--- src/hdl/guard_map.svh ---
// register-free constants for the program write guard
`ifndef GUARD_MAP_SVH
`define GUARD_MAP_SVH
`define GUARD_ADDR_W     16
`define GUARD_USER_MAX   16'h7FFF
`define GUARD_BLK_LSB    8
`define GUARD_BLK_MSB    14
`define GUARD_BLK_FILL   8'hFF
`define GUARD_CEIL_RST   15'h0000
`define GUARD_EXEMPT_LO  16'h0003
`define GUARD_EXEMPT_HI  16'h0005
`define GUARD_LIMIT_OFF  16'h0000
`define GUARD_USER_BIT   15
`endif

--- src/hdl/guard_pkg.sv ---
// types shared by the program write guard
package guard_pkg;
    typedef enum logic [1:0] {
        reason_none,
        reason_data,
        reason_guard
    } break_reason_e;

    typedef struct packed {
        logic        valid;
        logic        monitor;
        logic [15:0] addr;
    } wr_req_s;

    typedef struct packed {
        logic          stop;
        logic          extra;
        break_reason_e reason;
    } brk_s;
endpackage

--- src/hdl/program_write_guard.sv ---
// program write guard: ceiling set, write block and break reason
`timescale 1ns/100ps
`include "guard_map.svh"
module program_write_guard
(
    input  wire logic                        clk,
    input  wire logic                        nrst,
    input  wire logic                        set_limit,
    input  wire logic [15:0]                 limit_in,
    output logic                             set_error,
    output logic [15:0]                      limit_rd,
    input  wire logic                        exec_mode,
    input  wire guard_pkg::wr_req_s          wr_req,
    input  wire logic                        data_bp_hit,
    input  wire logic                        instr_done,
    output logic                             wr_allow,
    output guard_pkg::brk_s                  brk,
    output guard_pkg::break_reason_e         break_reason_query
);
    import guard_pkg::*;

    typedef enum logic [1:0] {st_run, st_extra, st_halt} brk_st_e;

    logic [14:0]   ceil_q, ceil_d;     // requested ceiling, rounded
    logic [14:0]   cmp_q, cmp_d;       // value held by comparators
    logic          exec_q, exec_d;
    logic          err_q, err_d;
    brk_st_e       st_q, st_d;
    break_reason_e rsn_q, rsn_d;
    logic          hit, exempt, viol;

    function automatic logic [14:0] round_up(input logic [15:0] a);
        round_up = {a[`GUARD_BLK_MSB:`GUARD_BLK_LSB], `GUARD_BLK_FILL};
    endfunction

    // ceiling store; zero stays zero so no block is guarded
    always_comb
    begin
        ceil_d = ceil_q;
        err_d  = 1'b0;
        if (set_limit)
        begin
            if (limit_in > `GUARD_USER_MAX)
                err_d = 1'b1;
            else if (limit_in == `GUARD_LIMIT_OFF)
                ceil_d = `GUARD_CEIL_RST;
            else
                ceil_d = round_up(limit_in);
        end
        exec_d = exec_mode;
        // comparator follows the ceiling only outside execution, so the
        // value of the last interrogation cycle is the one that guards;
        // no unguarded first cycle, and edits during a run wait for next
        cmp_d = exec_mode ? cmp_q : ceil_q;
    end

    always_ff @(posedge clk or negedge nrst)
    begin
        if (!nrst)
        begin
            ceil_q <= `GUARD_CEIL_RST;
            cmp_q  <= `GUARD_CEIL_RST;
            exec_q <= 1'b0;
            err_q  <= 1'b0;
        end
        else
        begin
            ceil_q <= ceil_d;
            cmp_q  <= cmp_d;
            exec_q <= exec_d;
            err_q  <= err_d;
        end
    end

    assign set_error = err_q;
    assign limit_rd  = {1'b0, ceil_q};

    // comparator is loaded before entry, so the first cycle is guarded
    guard_cmp u_cmp
    (
        .addr     (wr_req.addr),
        .ceil_blk (cmp_q[`GUARD_BLK_MSB:`GUARD_BLK_LSB]),
        .ceil_on  (cmp_q != `GUARD_CEIL_RST),
        .strobe   (wr_req.valid),
        .exec     (exec_mode),
        .hit      (hit)
    );

    assign exempt = wr_req.monitor
        && (wr_req.addr >= `GUARD_EXEMPT_LO)
        && (wr_req.addr <= `GUARD_EXEMPT_HI);
    assign viol   = hit && !exempt;
    // combinational block, independent of break state machine
    assign wr_allow = wr_req.valid && !viol;

    // break sequencing per instruction completion
    always_comb
    begin
        st_d  = st_q;
        rsn_d = rsn_q;
        case (st_q)
            st_run:
            begin
                if (viol && data_bp_hit)
                begin
                    st_d  = st_halt;
                    rsn_d = reason_guard;
                end
                else if (viol)
                begin
                    st_d  = st_extra;
                    rsn_d = reason_guard;
                end
                // a breakpoint seen outside execution must not set a reason
                else if (data_bp_hit && exec_mode)
                begin
                    st_d  = st_halt;
                    rsn_d = reason_data;
                end
            end
            st_extra:
                if (instr_done)
                    st_d = st_halt;
            st_halt:
                if (!exec_mode)
                    st_d = st_run;
            default:
                st_d = st_run;
        endcase
        if (!exec_mode && st_q != st_halt)
            st_d = st_run;
    end

    always_ff @(posedge clk or negedge nrst)
    begin
        if (!nrst)
        begin
            st_q  <= st_run;
            rsn_q <= reason_none;
        end
        else
        begin
            st_q  <= st_d;
            rsn_q <= rsn_d;
        end
    end

    assign brk.stop  = (st_q == st_halt);
    assign brk.extra = (st_q == st_extra);
    assign brk.reason = rsn_q;
    assign break_reason_query = rsn_q;

    // write path: a violation never reaches memory
    chk_blocked_write: assert property
        (@(posedge clk) disable iff (!nrst)
        viol |-> !wr_allow)
        else $error("protected write let through");

    chk_zero_ceiling: assert property
        (@(posedge clk) disable iff (!nrst)
        cmp_q == `GUARD_CEIL_RST |-> !hit)
        else $error("guard with zero ceiling");

    chk_monitor_exempt: assert property
        (@(posedge clk) disable iff (!nrst)
        wr_req.valid && exempt |-> wr_allow)
        else $error("monitor write blocked");

    // ceiling store and its read-back
    chk_round_up: assert property
        (@(posedge clk) disable iff (!nrst)
        set_limit && limit_in != `GUARD_LIMIT_OFF
        && limit_in <= `GUARD_USER_MAX
        |=> ceil_q[`GUARD_BLK_LSB-1:0] == `GUARD_BLK_FILL)
        else $error("ceiling not rounded");

    chk_reject_keep: assert property
        (@(posedge clk) disable iff (!nrst)
        set_limit && limit_in > `GUARD_USER_MAX
        |=> err_q && $stable(ceil_q))
        else $error("bad limit accepted");

    chk_readback_rounded: assert property
        (@(posedge clk) disable iff (!nrst)
        limit_rd[`GUARD_USER_BIT] == 1'b0
        && (limit_rd == `GUARD_LIMIT_OFF
        || limit_rd[`GUARD_BLK_LSB-1:0] == `GUARD_BLK_FILL))
        else $error("readback not rounded");

    // comparator load: frozen in execution, tracking outside it
    chk_load_entry: assert property
        (@(posedge clk) disable iff (!nrst)
        exec_q && exec_mode |=> $stable(cmp_q))
        else $error("comparator reloaded in execution");

    chk_load_idle: assert property
        (@(posedge clk) disable iff (!nrst)
        !exec_mode |=> cmp_q == $past(ceil_q))
        else $error("comparator not loaded before entry");

    // break sequencing
    chk_data_reason: assert property
        (@(posedge clk) disable iff (!nrst)
        st_q == st_run && data_bp_hit && !viol && exec_mode
        |=> brk.stop && rsn_q == reason_data)
        else $error("data break reason wrong");

    chk_halt_holds: assert property
        (@(posedge clk) disable iff (!nrst)
        brk.stop && exec_mode |=> brk.stop)
        else $error("halt released in execution");

    chk_extra_once: assert property
        (@(posedge clk) disable iff (!nrst)
        st_q == st_run && viol && !data_bp_hit
        |=> brk.extra && !brk.stop && rsn_q == reason_guard)
        else $error("extra step not granted");

    chk_extra_ends: assert property
        (@(posedge clk) disable iff (!nrst)
        brk.extra && instr_done && exec_mode |=> brk.stop)
        else $error("extra step not ended");

    chk_guard_reason: assert property
        (@(posedge clk) disable iff (!nrst)
        st_q == st_run && viol && data_bp_hit
        |=> brk.stop && !brk.extra && rsn_q == reason_guard)
        else $error("guarded reason wrong");

    cov_guard_break: cover property (@(posedge clk) viol && !data_bp_hit);
    cov_data_break: cover property (@(posedge clk) data_bp_hit && !viol);
    cov_both_break: cover property (@(posedge clk) viol && data_bp_hit);
    cov_reject: cover property (@(posedge clk) set_error);
    cov_first_cycle: cover property
        (@(posedge clk) exec_mode && !exec_q && viol);
endmodule // program_write_guard

--- src/hdl/guard_cmp.sv ---
// block-number comparator for protected writes
`timescale 1ns/100ps
`include "guard_map.svh"
module guard_cmp
(
    input  wire logic [15:0] addr,
    input  wire logic [6:0]  ceil_blk,
    input  wire logic        ceil_on,
    input  wire logic        strobe,
    input  wire logic        exec,
    output logic             hit
);
    // block compare plus user-space bit 15; low byte never matters at 256-byte grain
    always_comb
    begin
        hit = strobe && exec && ceil_on
            && (addr[`GUARD_USER_BIT] == 1'b0)
            && (addr[`GUARD_BLK_MSB:`GUARD_BLK_LSB] <= ceil_blk);
    end
endmodule // guard_cmp

--- config.mk ---
export PLATFORM = sky130hd
export DESIGN_NAME = program_write_guard
export DESIGN_NICKNAME = d
export VERILOG_FILES = /design/src/hdl/guard_pkg.sv /design/src/hdl/program_write_guard.sv /design/src/hdl/guard_cmp.sv
export VERILOG_INCLUDE_DIRS = /design/src /design/src/hdl
export SDC_FILE = /design/constraint.sdc
export NUM_CORES = 1
export LEC_CHECK = 0
export BUFFER_PORTS_ARGS = -buffer_cell sky130_fd_sc_hd__clkbuf_2
export CAP_MARGIN = 15
export CORE_ASPECT_RATIO = 1.1
export CORE_MARGIN = 1
export CORE_UTILIZATION = 48
export CTS_CLUSTER_DIAMETER = 50
export DETAILED_ROUTE_END_ITERATION = 12
export PLACE_DENSITY = 0.85
export RECOVER_POWER = 50
export SYNTH_ARGS = -nofsm -noshare
export SYNTH_HDL_FRONTEND = slang
export SYNTH_SLANG_ARGS = --single-unit
--- constraint.sdc ---
create_clock -name clk -period 2.3 [get_ports clk]
set_clock_uncertainty 0.15 [all_clocks]
set_input_delay 0.115 -clock clk [delete_from_list [all_inputs] [get_ports clk]]
set_output_delay 0.115 -clock clk [all_outputs]
set_load 0.02 [all_outputs]
==> metrics.md, run 1 <==
| Metric | Value |
|---|---|
| Status | finished, final reports clean |
| Yosys warns | 0 |
| Placed insts | 189 |
| DP Area | 1500 um2 |
| Clock latency on the worst-skew pair | 300 ps |
| Hold WC Path Type | in -> reg |
| Setup violations, final | 0 |
| Post-Syn Area | 1240 um2 |
| I/O pins | 64 |
| RSZ-0062 raised after global routing | false |
| Min cycle time layout | 2090 ps |
| Endpoint, Worst Hold | st_q[1] |
| Synthesized area per cell | 11.3 um2 |
| Ys async rst share | 100% |
| Crit path DAT | 1830 ps |
| Initial cell density of the core | 52.8% |
| Most frequent CP cell | a21oi_1 |
| DR vias | 1058 |
| Fmax | 0.478 GHz |
| Inserted Clock Buffers | 3 |
| Post-synth EDFFs | 0 |
| Via density | 5.16 |
| Port buffer count | 62 |
| Worst path required time | 2040 ps |
| Fin. max-slew vios | 0 |
| Die Footprint | 2780 um2 |
| Crit start category | flop |
| Die height | 55.2 um |
| Std-Cell Rows | 18 |
| # clock sinks | 21 |
| Max-slew headroom | 28.4% |
| Largest net degree at the start of global routing | 22 |
| Worst Setup SP | cmp_q[10] |
| #FFs+latches synth | 21 |
| Clk slew on worst S/H paths | 120 ps |
| Global-route wire length before repair | 4350 um |
| Core area | 2340 um2 |
| Drt drc | 0 |
| Slowest CP cell | dfrtp_1 |
| Dominant synthesized flop cell | dfrtp_1 |
| FF-to-FF path depth | 6 |
| Wirelength per Cell | 12.8 um |
| Cell with the most instances after synthesis | dfrtp_1 |
| R2r setup slk | 610 ps |
| CTS Root Cell | clkbuf_4 |
| Endpoints failing hold | 0 |
| Cells after Synth | 109 |
| GRT Total Usage | 20.4% |
| Drt first-iter violations | 3 |
| Dpl hpwl | 2040 um |
| Reg2reg end | break_reason_query[0] |
| H-tree depth | 1 |
| Die width | 50.4 um |
| Hold Path Depth | 2 |
| Syn-to-layout area delta | 32.8% |
| GR Overflow Total | 0 |
| Worst Hold Margin | 95.3 ps |
| Max Cap Viol | 0 |
| Post CTS Setup Buffer Count | 0 |
| CP Buf/Inv Count | 2 |
| Initial antenna violation count | 0 |
| Seq/Total Area, Yosys | 42.5% |
| Peak supply drop | 0.480 mV |
| Endpoint type of the worst setup path | primary output |
| Power Density | 588 nW/um2 |
| DR pass1 iterations | 4 |
| N_diodes | 0 |
| Setup TNS | 0 ps |
| Critical path class | reg -> out |
| Hold path startpoint | exec_mode |
| Antenna Nets Post-Route | 0 |
| Layout Nets | 223 |
| Period utilization | 91.0% |
| CP delay by family, top | compound AO/OA/AOI/OAI gates |
| Vias in the first global route | 1038 |
| Crit path largest cell delay | 380 ps |
| Max clock buf depth | 2 |
| Reg2Reg Launch Point | cmp_q[10] |
| DRT Wirelength | 2620 um |
| CTS tree | built |
| Fraction of layout cells with a size suffix above 1 | 44.0% |
| Slew at the pin closest to its max-slew limit | 1070 ps |
| Crit path max fanout | 4 |
| Fill count | 178 |
| Post-synth top cells | 21 x dfrtp_1, 10 x buf_4, 8 x inv_1, 8 x mux2_2 |
| Post-Layout Cell Count | 205 |
| Syn nets | 156 |
| Crit-path cells | inv_1 -> ha_1 -> a21oi_1 -> a21oi_1 -> o22ai_1 -> a21boi_1 -> clkbuf_2 |
| Synth top area share | 42.5% |
| Final Instance Area | 1640 um2 |
| Tot Pwr | 0.965 mW |
| Top post-synthesis cells by area | dfrtp_1 43%, mux2_2 7.3%, ha_1 7.1% |
| Global placement routability congestion | 0.815 |
| P_leak | 0.823 nW |
| Synth area leader | dfrtp_1 |
| Post-synth cell types | 35 |
registers in the layout, summed over array words and instances, names as in the netlist:
| register | flops |
|---|---|
| ceil_q | 8 |
| cmp_q | 8 |
| break_reason_query | 2 |
| st_q | 2 |
| set_error | 1 |
worst reg2reg max path: stages, from the launching register on:
cell	delay (ps)
dfrtp_1	380
inv_1	50
ha_1	310
a21oi_1	140
a21oi_1	80
o22ai_1	300
a32oi_1	160
final cells by class:
class	instances	area [um2]	share of cell area (%)
Multi-Input combinational cell	68	596	36.3
Clock inverter	1	5.00	0.305
Timing Repair Buffer	74	425	25.9
Sequential cell	21	526	32.0
Clock buffer	3	22.5	1.37
Inverter	8	30.0	1.83
Tap cell	30	37.5	2.29
power breakdown:
part	switching (mW)	leakage [nW]	internal [mW]
clock	0.106	0.0177	0.0648
sequential	0.0438	0.258	0.420
combinational	0.183	0.546	0.147
repair_timing:
action                                 in CTS  in global routing
endpoints found under the hold margin      31                  0
hold buffers                               12                  0
resized for setup                           0                  0
worst max path at each step:
stage / end / cells past startpoint / slack (ps)
after floorplan: wr_allow / 6 / 660
after global placement: wr_allow / 7 / 580
after detailed placement: wr_allow / 7 / 540
after CTS: wr_allow / 7 / 190
after global routing: wr_allow / 7 / 20
final: wr_allow / 7 / 210
stage by stage:
stage | setup slack (ps) | utilization (%)
floorplan | 659 | -
global placement | 578 | 64.0
detailed placement | 536 | 64.0
CTS | 193 | 70.3
global route | 18.0 | 70.1
finish | 207 | 70.1
layer usage:
metal  up-vias  GRT usage (%)  routed length (um)
met2        54           37.1                1340
li1        518              -                   -
met3         5           3.58                 181
met4         0           7.14                  31
met5         -              0                   0
met1       481           23.2                1060
cells by family (layout without fill, tap and decap cells):
group,Yosys count,in the layout,share of synthesized area [%]
mux,9,9,9.11
flops,21,21,42.5
other cells,1,1,0.303
buf+inv,20,86,9.31
fa+ha+maj,7,7,7.08
compound gates,22,22,15.0
simple gates,29,29,16.7
placed cells by master (no fill, tap or decap), types with 2 or more instances in the layout:
cell type and count:
a21oi_1 4, a22o_1 7, and2_1 2, clkbuf_1 4
clkbuf_2 58, clkbuf_4 3, dfrtp_1 21, dlygate4sd3_1 12
ha_1 7, inv_1 8, mux2_2 8, nand2_1 5
nand3_1 2, nor2_1 4, nor2b_1 2, nor4_1 4
nor4_4 2, o21ai_0 2
Note: power is estimated with default switching activity, not from simulation.
==> run 2, diff against run 1 <==
--- a/config.mk
+++ b/config.mk
@@ -10,10 +10,10 @@
 export CAP_MARGIN = 15
 export CORE_ASPECT_RATIO = 1.1
 export CORE_MARGIN = 1
-export CORE_UTILIZATION = 48
+export CORE_UTILIZATION = 35
 export CTS_CLUSTER_DIAMETER = 50
 export DETAILED_ROUTE_END_ITERATION = 12
-export PLACE_DENSITY = 0.85
+export PLACE_DENSITY = 0.65
 export RECOVER_POWER = 50
 export SYNTH_ARGS = -nofsm -noshare
 export SYNTH_HDL_FRONTEND = slang
==> run 2 against run 1 <==
Net effect: sequential power hardly changed; total power rose by 0.11%; maximum frequency decreased by 2.6%; register-to-register slack lost 50 ps; worst hold slack improved by 2.3 ps; largest cell class unchanged; via count fell by 1.4%.
==> metrics.md, run 2 (synthesized netlist as in run 1, its figures left out) <==
| Metric | Value |
|---|---|
| Reg power frac | 48.1% |
| CTS tree | built |
| Max-slew headroom | 26.4% |
| Std-Cell Rows | 22 |
| Most frequent CP cell | a21oi_1 |
| Drt first-iter violations | 20 |
| Hold path startpoint | exec_mode |
| # clock sinks | 21 |
| Biggest regs | ceil_q x8, cmp_q x8 |
| Largest net degree at the start of global routing | 22 |
| Peak supply drop | 0.274 mV |
| Core area | 3360 um2 |
| Fraction of layout cells with a size suffix above 1 | 44.0% |
| Max clock buf depth | 2 |
| Hold WC Path Type | in -> reg |
| Clock latency on the worst-skew pair | 290 ps |
| Hold Path Depth | 2 |
| Clock share of power | 17.5% |
| Most frequent cells in the layout | 59 x clkbuf_2, 21 x dfrtp_1, 12 x dlygate4sd3_1 |
| Status | finished, final reports clean |
| Syn-to-layout area delta | 34.6% |
| Clk slew on worst S/H paths | 110 ps |
| Crit-path cells | inv_1 -> ha_1 -> a21oi_1 -> a21oi_1 -> o22ai_1 -> a21boi_1 -> clkbuf_2 |
| Drt drc | 0 |
| Crit start category | flop |
| DRT Wirelength | 2610 um |
| Reg2Reg Launch Point | cmp_q[10] |
| Critical path class | reg -> out |
| H-tree depth | 1 |
| Endpoint type of the worst setup path | primary output |
| Wirelength per Cell | 11.7 um |
| Initial antenna violation count | 0 |
| Psw | 0.330 mW |
| Period utilization | 93.5% |
| Max Cap Viol | 0 |
| Worst path required time | 2040 ps |
| Register area | 526 um2 |
| I/O pins | 64 |
| GR Overflow Total | 0 |
| Global-route wire length before repair | 4280 um |
| Commonest non-fill, non-tap cell in the layout | clkbuf_2 |
| Fmax | 0.465 GHz |
| Reg2reg end | break_reason_query[0] |
| Crit path largest cell delay | 390 ps |
| FF-to-FF path depth | 6 |
| Die height | 64.3 um |
| Area of the multi-input gates | 596 um2 |
| Initial cell density of the core | 36.8% |
| Post-layout util | 49.6% |
| Final Instance Area | 1660 um2 |
| Endpoints failing hold | 0 |
| Slew at the pin closest to its max-slew limit | 1100 ps |
| Setup TNS | 0 ps |
| CTS Root Cell | clkbuf_4 |
| Endpoint, Worst Hold | st_q[1] |
| Dpl hpwl | 2120 um |
| Via density | 4.68 |
| Global placement routability congestion | 0.785 |
| P_int | 0.637 mW |
| Setup violations, final | 0 |
| Die width | 58.7 um |
| Fin. max-slew vios | 0 |
| Die Footprint | 3770 um2 |
| Min cycle time layout | 2150 ps |
| Layout Nets | 223 |
| Logic pwr share | 34.5% |
| DR pass1 iterations | 3 |
| N_diodes | 0 |
| R2r setup slk | 560 ps |
| Port buffer count | 62 |
| RSZ-0062 raised after global routing | false |
| GRT Total Usage | 14.9% |
| DR vias | 1043 |
| P_leak | 0.822 nW |
| Switching Fraction | 34.1% |
| Crit path max fanout | 4 |
| DP Area | 1520 um2 |
| Inserted Clock Buffers | 3 |
| Vias in the first global route | 1052 |
| Fill count | 348 |
| Power Density | 581 nW/um2 |
| Antenna Nets Post-Route | 0 |
| Crit path DAT | 1880 ps |
| Slowest CP cell | dfrtp_1 |
==> run 2: layer usage <==
metal	track usage, %	up-vias	share of wire (%)	wire [um]
met1	17.7	472	43	1140
met5	0	-	0	0
li1	-	523	-	-
met2	26.3	44	50	1310
met3	2.63	4	5.3	138
met4	5.36	0	1.0	27
==> run 2: power groups by stage <==
stage               Clock, mW  Sequential, mW  Combinational (mW)
global route            0.196           0.474               0.363
detailed placement          0           0.474               0.321
finish                  0.169           0.464               0.333
CTS                     0.177           0.466               0.338
global placement            0           0.470               0.309
floorplan                   0           0.493               0.195
==> run 2: cell type report <==
| class | count | area share [%] |
|---|---|---|
| Multi-Input combinational cell | 68 | 35.8 |
| Clock buffer | 4 | 1.58 |
| Inverter | 8 | 1.80 |
| Sequential cell | 21 | 31.6 |
| Tap cell | 48 | 3.61 |
| Timing Repair Buffer | 74 | 25.6 |
==> run 2: timing repair <==
item,4_1_cts,5_1_grt
setup endpoints to repair,0,0
hold endpoints to repair,31,0
hold buffers,12,0
buffers inserted,0,0
gates resized for setup,0,0
==> run 2: per-stage QoR <==
step                setup WS [ps]  hold WS (ps)  instances  power (mW)
floorplan                     659          -331        109       0.689
global placement              584         -50.0        207       0.780
detailed placement            486         -39.8        207       0.795
CTS                           145           103        223       0.981
global route                 53.8           118        223        1.03
finish                        151          97.5        223       0.966
==> run 2: worst max-delay path by stage <==
stage | depth (start not counted) | start | slack [ps] | endpoint
6_report | 7 | cmp_q[10] | 150 | wr_allow
5_1_grt | 7 | cmp_q[10] | 50 | wr_allow
4_1_cts | 7 | cmp_q[10] | 140 | wr_allow
3_5_place_dp | 7 | cmp_q[10] | 490 | wr_allow
3_3_place_gp | 7 | cmp_q[10] | 580 | wr_allow
2_1_floorplan | 6 | cmp_q[14] | 660 | wr_allow
==> run 2: worst max-delay path, delay by kind of cell (launching register included) <==
| kind | cells | cell delay, ps |
|---|---|---|
| DFF | 1 | 390 |
| buffers and inverters | 2 | 220 |
| adders and majority gates | 1 | 300 |
| AOI/OAI and AO/OA | 4 | 680 |
==> run 3, diff against run 2 <==
--- a/config.mk
+++ b/config.mk
@@ -8,7 +8,7 @@
 export LEC_CHECK = 0
 export BUFFER_PORTS_ARGS = -buffer_cell sky130_fd_sc_hd__clkbuf_2
 export CAP_MARGIN = 15
-export CORE_ASPECT_RATIO = 1.1
+export CORE_ASPECT_RATIO = 0.8
 export CORE_MARGIN = 1
 export CORE_UTILIZATION = 35
 export CTS_CLUSTER_DIAMETER = 50
==> run 3 against run 2 <==
Net effect: core utilization up 1.8 points; non-clock buffer count shrank 2; largest power group unchanged; highest routed layer unchanged; design area down 0.53%; worst setup slack improved by 83 ps.
==> metrics.md, run 3 (synthesized netlist as in run 1, its figures left out) <==
| Metric | Value |
|---|---|
| Status | finished, final reports clean |
| Vias in the first global route | 1013 |
| Reg2Reg Launch Point | cmp_q[10] |
| DP Area | 1510 um2 |
| Clock share of power | 23.7% |
| Switching Fraction | 33.8% |
| Logic pwr share | 31.7% |
| Syn-to-layout area delta | 33.9% |
| Max clock buf depth | 2 |
| Max Cap Viol | 0 |
| Met1 Track Usage GR | 19.0% |
| Clk slew on worst S/H paths | 80 ps |
| Layout Nets | 221 |
| Hold path startpoint | data_bp_hit |
| Port buffer count | 62 |
| # hold bufs at CTS | 10 |
| Peak supply drop | 0.317 mV |
| Endpoints failing hold | 0 |
| Most frequent CP cell | a21oi_1 |
| DRT Wirelength | 2700 um |
| Slew at the pin closest to its max-slew limit | 1150 ps |
| GR peak layer | met2 |
| DR vias | 1074 |
| Final Instance Area | 1660 um2 |
| Hold WC Path Type | in -> reg |
| Most frequent cells in the layout | 58 x clkbuf_2, 21 x dfrtp_1, 10 x dlygate4sd3_1 |
| Die width | 68.4 um |
| Global placement routability congestion | 0.870 |
| Endpoint, Worst Hold | break_reason_query[0] |
| N_diodes | 0 |
| Fin. max-slew vios | 0 |
| Core area | 3220 um2 |
| RSZ-0062 raised after global routing | false |
| Drt first-iter violations | 11 |
| Area of the multi-input gates | 596 um2 |
| Global-route wire length before repair | 4380 um |
| Post-Layout Cell Count | 213 |
| Crit path max fanout | 4 |
| Crit-path cells | inv_1 -> ha_1 -> a21oi_1 -> a21oi_1 -> o22ai_1 -> a21boi_1 -> clkbuf_2 |
| Setup violations, final | 0 |
| Power Density | 628 nW/um2 |
| Drt drc | 0 |
| Period utilization | 89.8% |
| Antenna Nets Post-Route | 0 |
| Via density | 5.04 |
| Setup TNS | 0 ps |
| Max-slew headroom | 23.2% |
| Inserted Clock Buffers | 3 |
| Crit start category | flop |
| DR pass1 iterations | 4 |
| Fmax | 0.484 GHz |
| P_leak | 0.819 nW |
| # clock sinks | 21 |
| Fill count | 294 |
| Worst Hold Margin | 22.2 ps |
| Psw | 0.352 mW |
| Hold Path Depth | 3 |
| Crit path DAT | 1800 ps |
| Tot Pwr | 1.04 mW |
| Register area | 526 um2 |
| R2r setup slk | 600 ps |
| Met3 GRT Util | 4.30% |
| CP Buf/Inv Count | 2 |
| GR Util met2 | 29.7% |
| I/O pins | 64 |
| Dpl hpwl | 2140 um |
| DP Worst Slack | 542 ps |
| Slowest CP cell | dfrtp_1 |
| Number of gates resized after cts | 0 |
| Std-Cell Rows | 18 |
| FF-to-FF path depth | 6 |
| Worst path required time | 2040 ps |
| Final setup margin | 234 ps |
| Die Footprint | 3780 um2 |
| Largest net degree at the start of global routing | 22 |
| Initial cell density of the core | 38.4% |
| Commonest non-fill, non-tap cell in the layout | clkbuf_2 |
| Die height | 55.2 um |
| Placed insts | 199 |
| CTS tree | built |
| Biggest regs | ceil_q x8, cmp_q x8 |
| Crit path largest cell delay | 360 ps |
| GRT Total Usage | 16.2% |
| H-tree depth | 1 |
| Post-layout util | 51.4% |
| GR Overflow Total | 0 |
| Initial antenna violation count | 0 |
| Post CTS Setup Buffer Count | 0 |
| Min cycle time layout | 2070 ps |
| Reg power frac | 44.5% |
| CTS Root Cell | clkbuf_8 |
| Endpoint type of the worst setup path | primary output |
| Reg2reg end | break_reason_query[0] |
| CP delay by family, top | compound AO/OA/AOI/OAI gates |
| P_int | 0.688 mW |
| Wirelength per Cell | 12.7 um |
| Critical path class | reg -> out |
| Clock latency on the worst-skew pair | 260 ps |
| Fraction of layout cells with a size suffix above 1 | 44.5% |
run 3: how the worst max path moves through the flow:
stage / start / to / slack (ps) / depth (start not counted)
after CTS: cmp_q[10] / wr_allow / 230 / 7
after global routing: cmp_q[10] / wr_allow / 10 / 7
after floorplan: cmp_q[14] / wr_allow / 660 / 6
final: cmp_q[10] / wr_allow / 230 / 7
after detailed placement: cmp_q[10] / wr_allow / 540 / 7
after global placement: cmp_q[10] / wr_allow / 590 / 7
run 3: power by group through the flow:
stage | sequential [mW] | clock, mW | combinational [mW]
after floorplan | 0.493 | 0 | 0.195
after global placement | 0.469 | 0 | 0.310
after detailed placement | 0.473 | 0 | 0.321
after CTS | 0.465 | 0.260 | 0.335
after global routing | 0.473 | 0.276 | 0.369
final | 0.463 | 0.247 | 0.330
run 3: final cells by class:
type | count | share of cell area [%]
well taps | 40 | 3.02
flip-flops and latches | 21 | 31.7
repair buffers | 72 | 24.5
inverters | 8 | 1.81
clock inverters | 1 | 0.454
clock buffers | 3 | 2.49
multi-input cells | 68 | 36.0
run 3: metal layers:
metal  vias up  routed length, um
li1        522                  -
met1       492               1170
met2        55               1280
met3         5                223
met4         0                 21
met5         -                  0
run 3: tightest hold or removal path, stage by stage:
cell and delay (ps):
clkbuf_2 100, nand3_1 110, a32oi_1 70
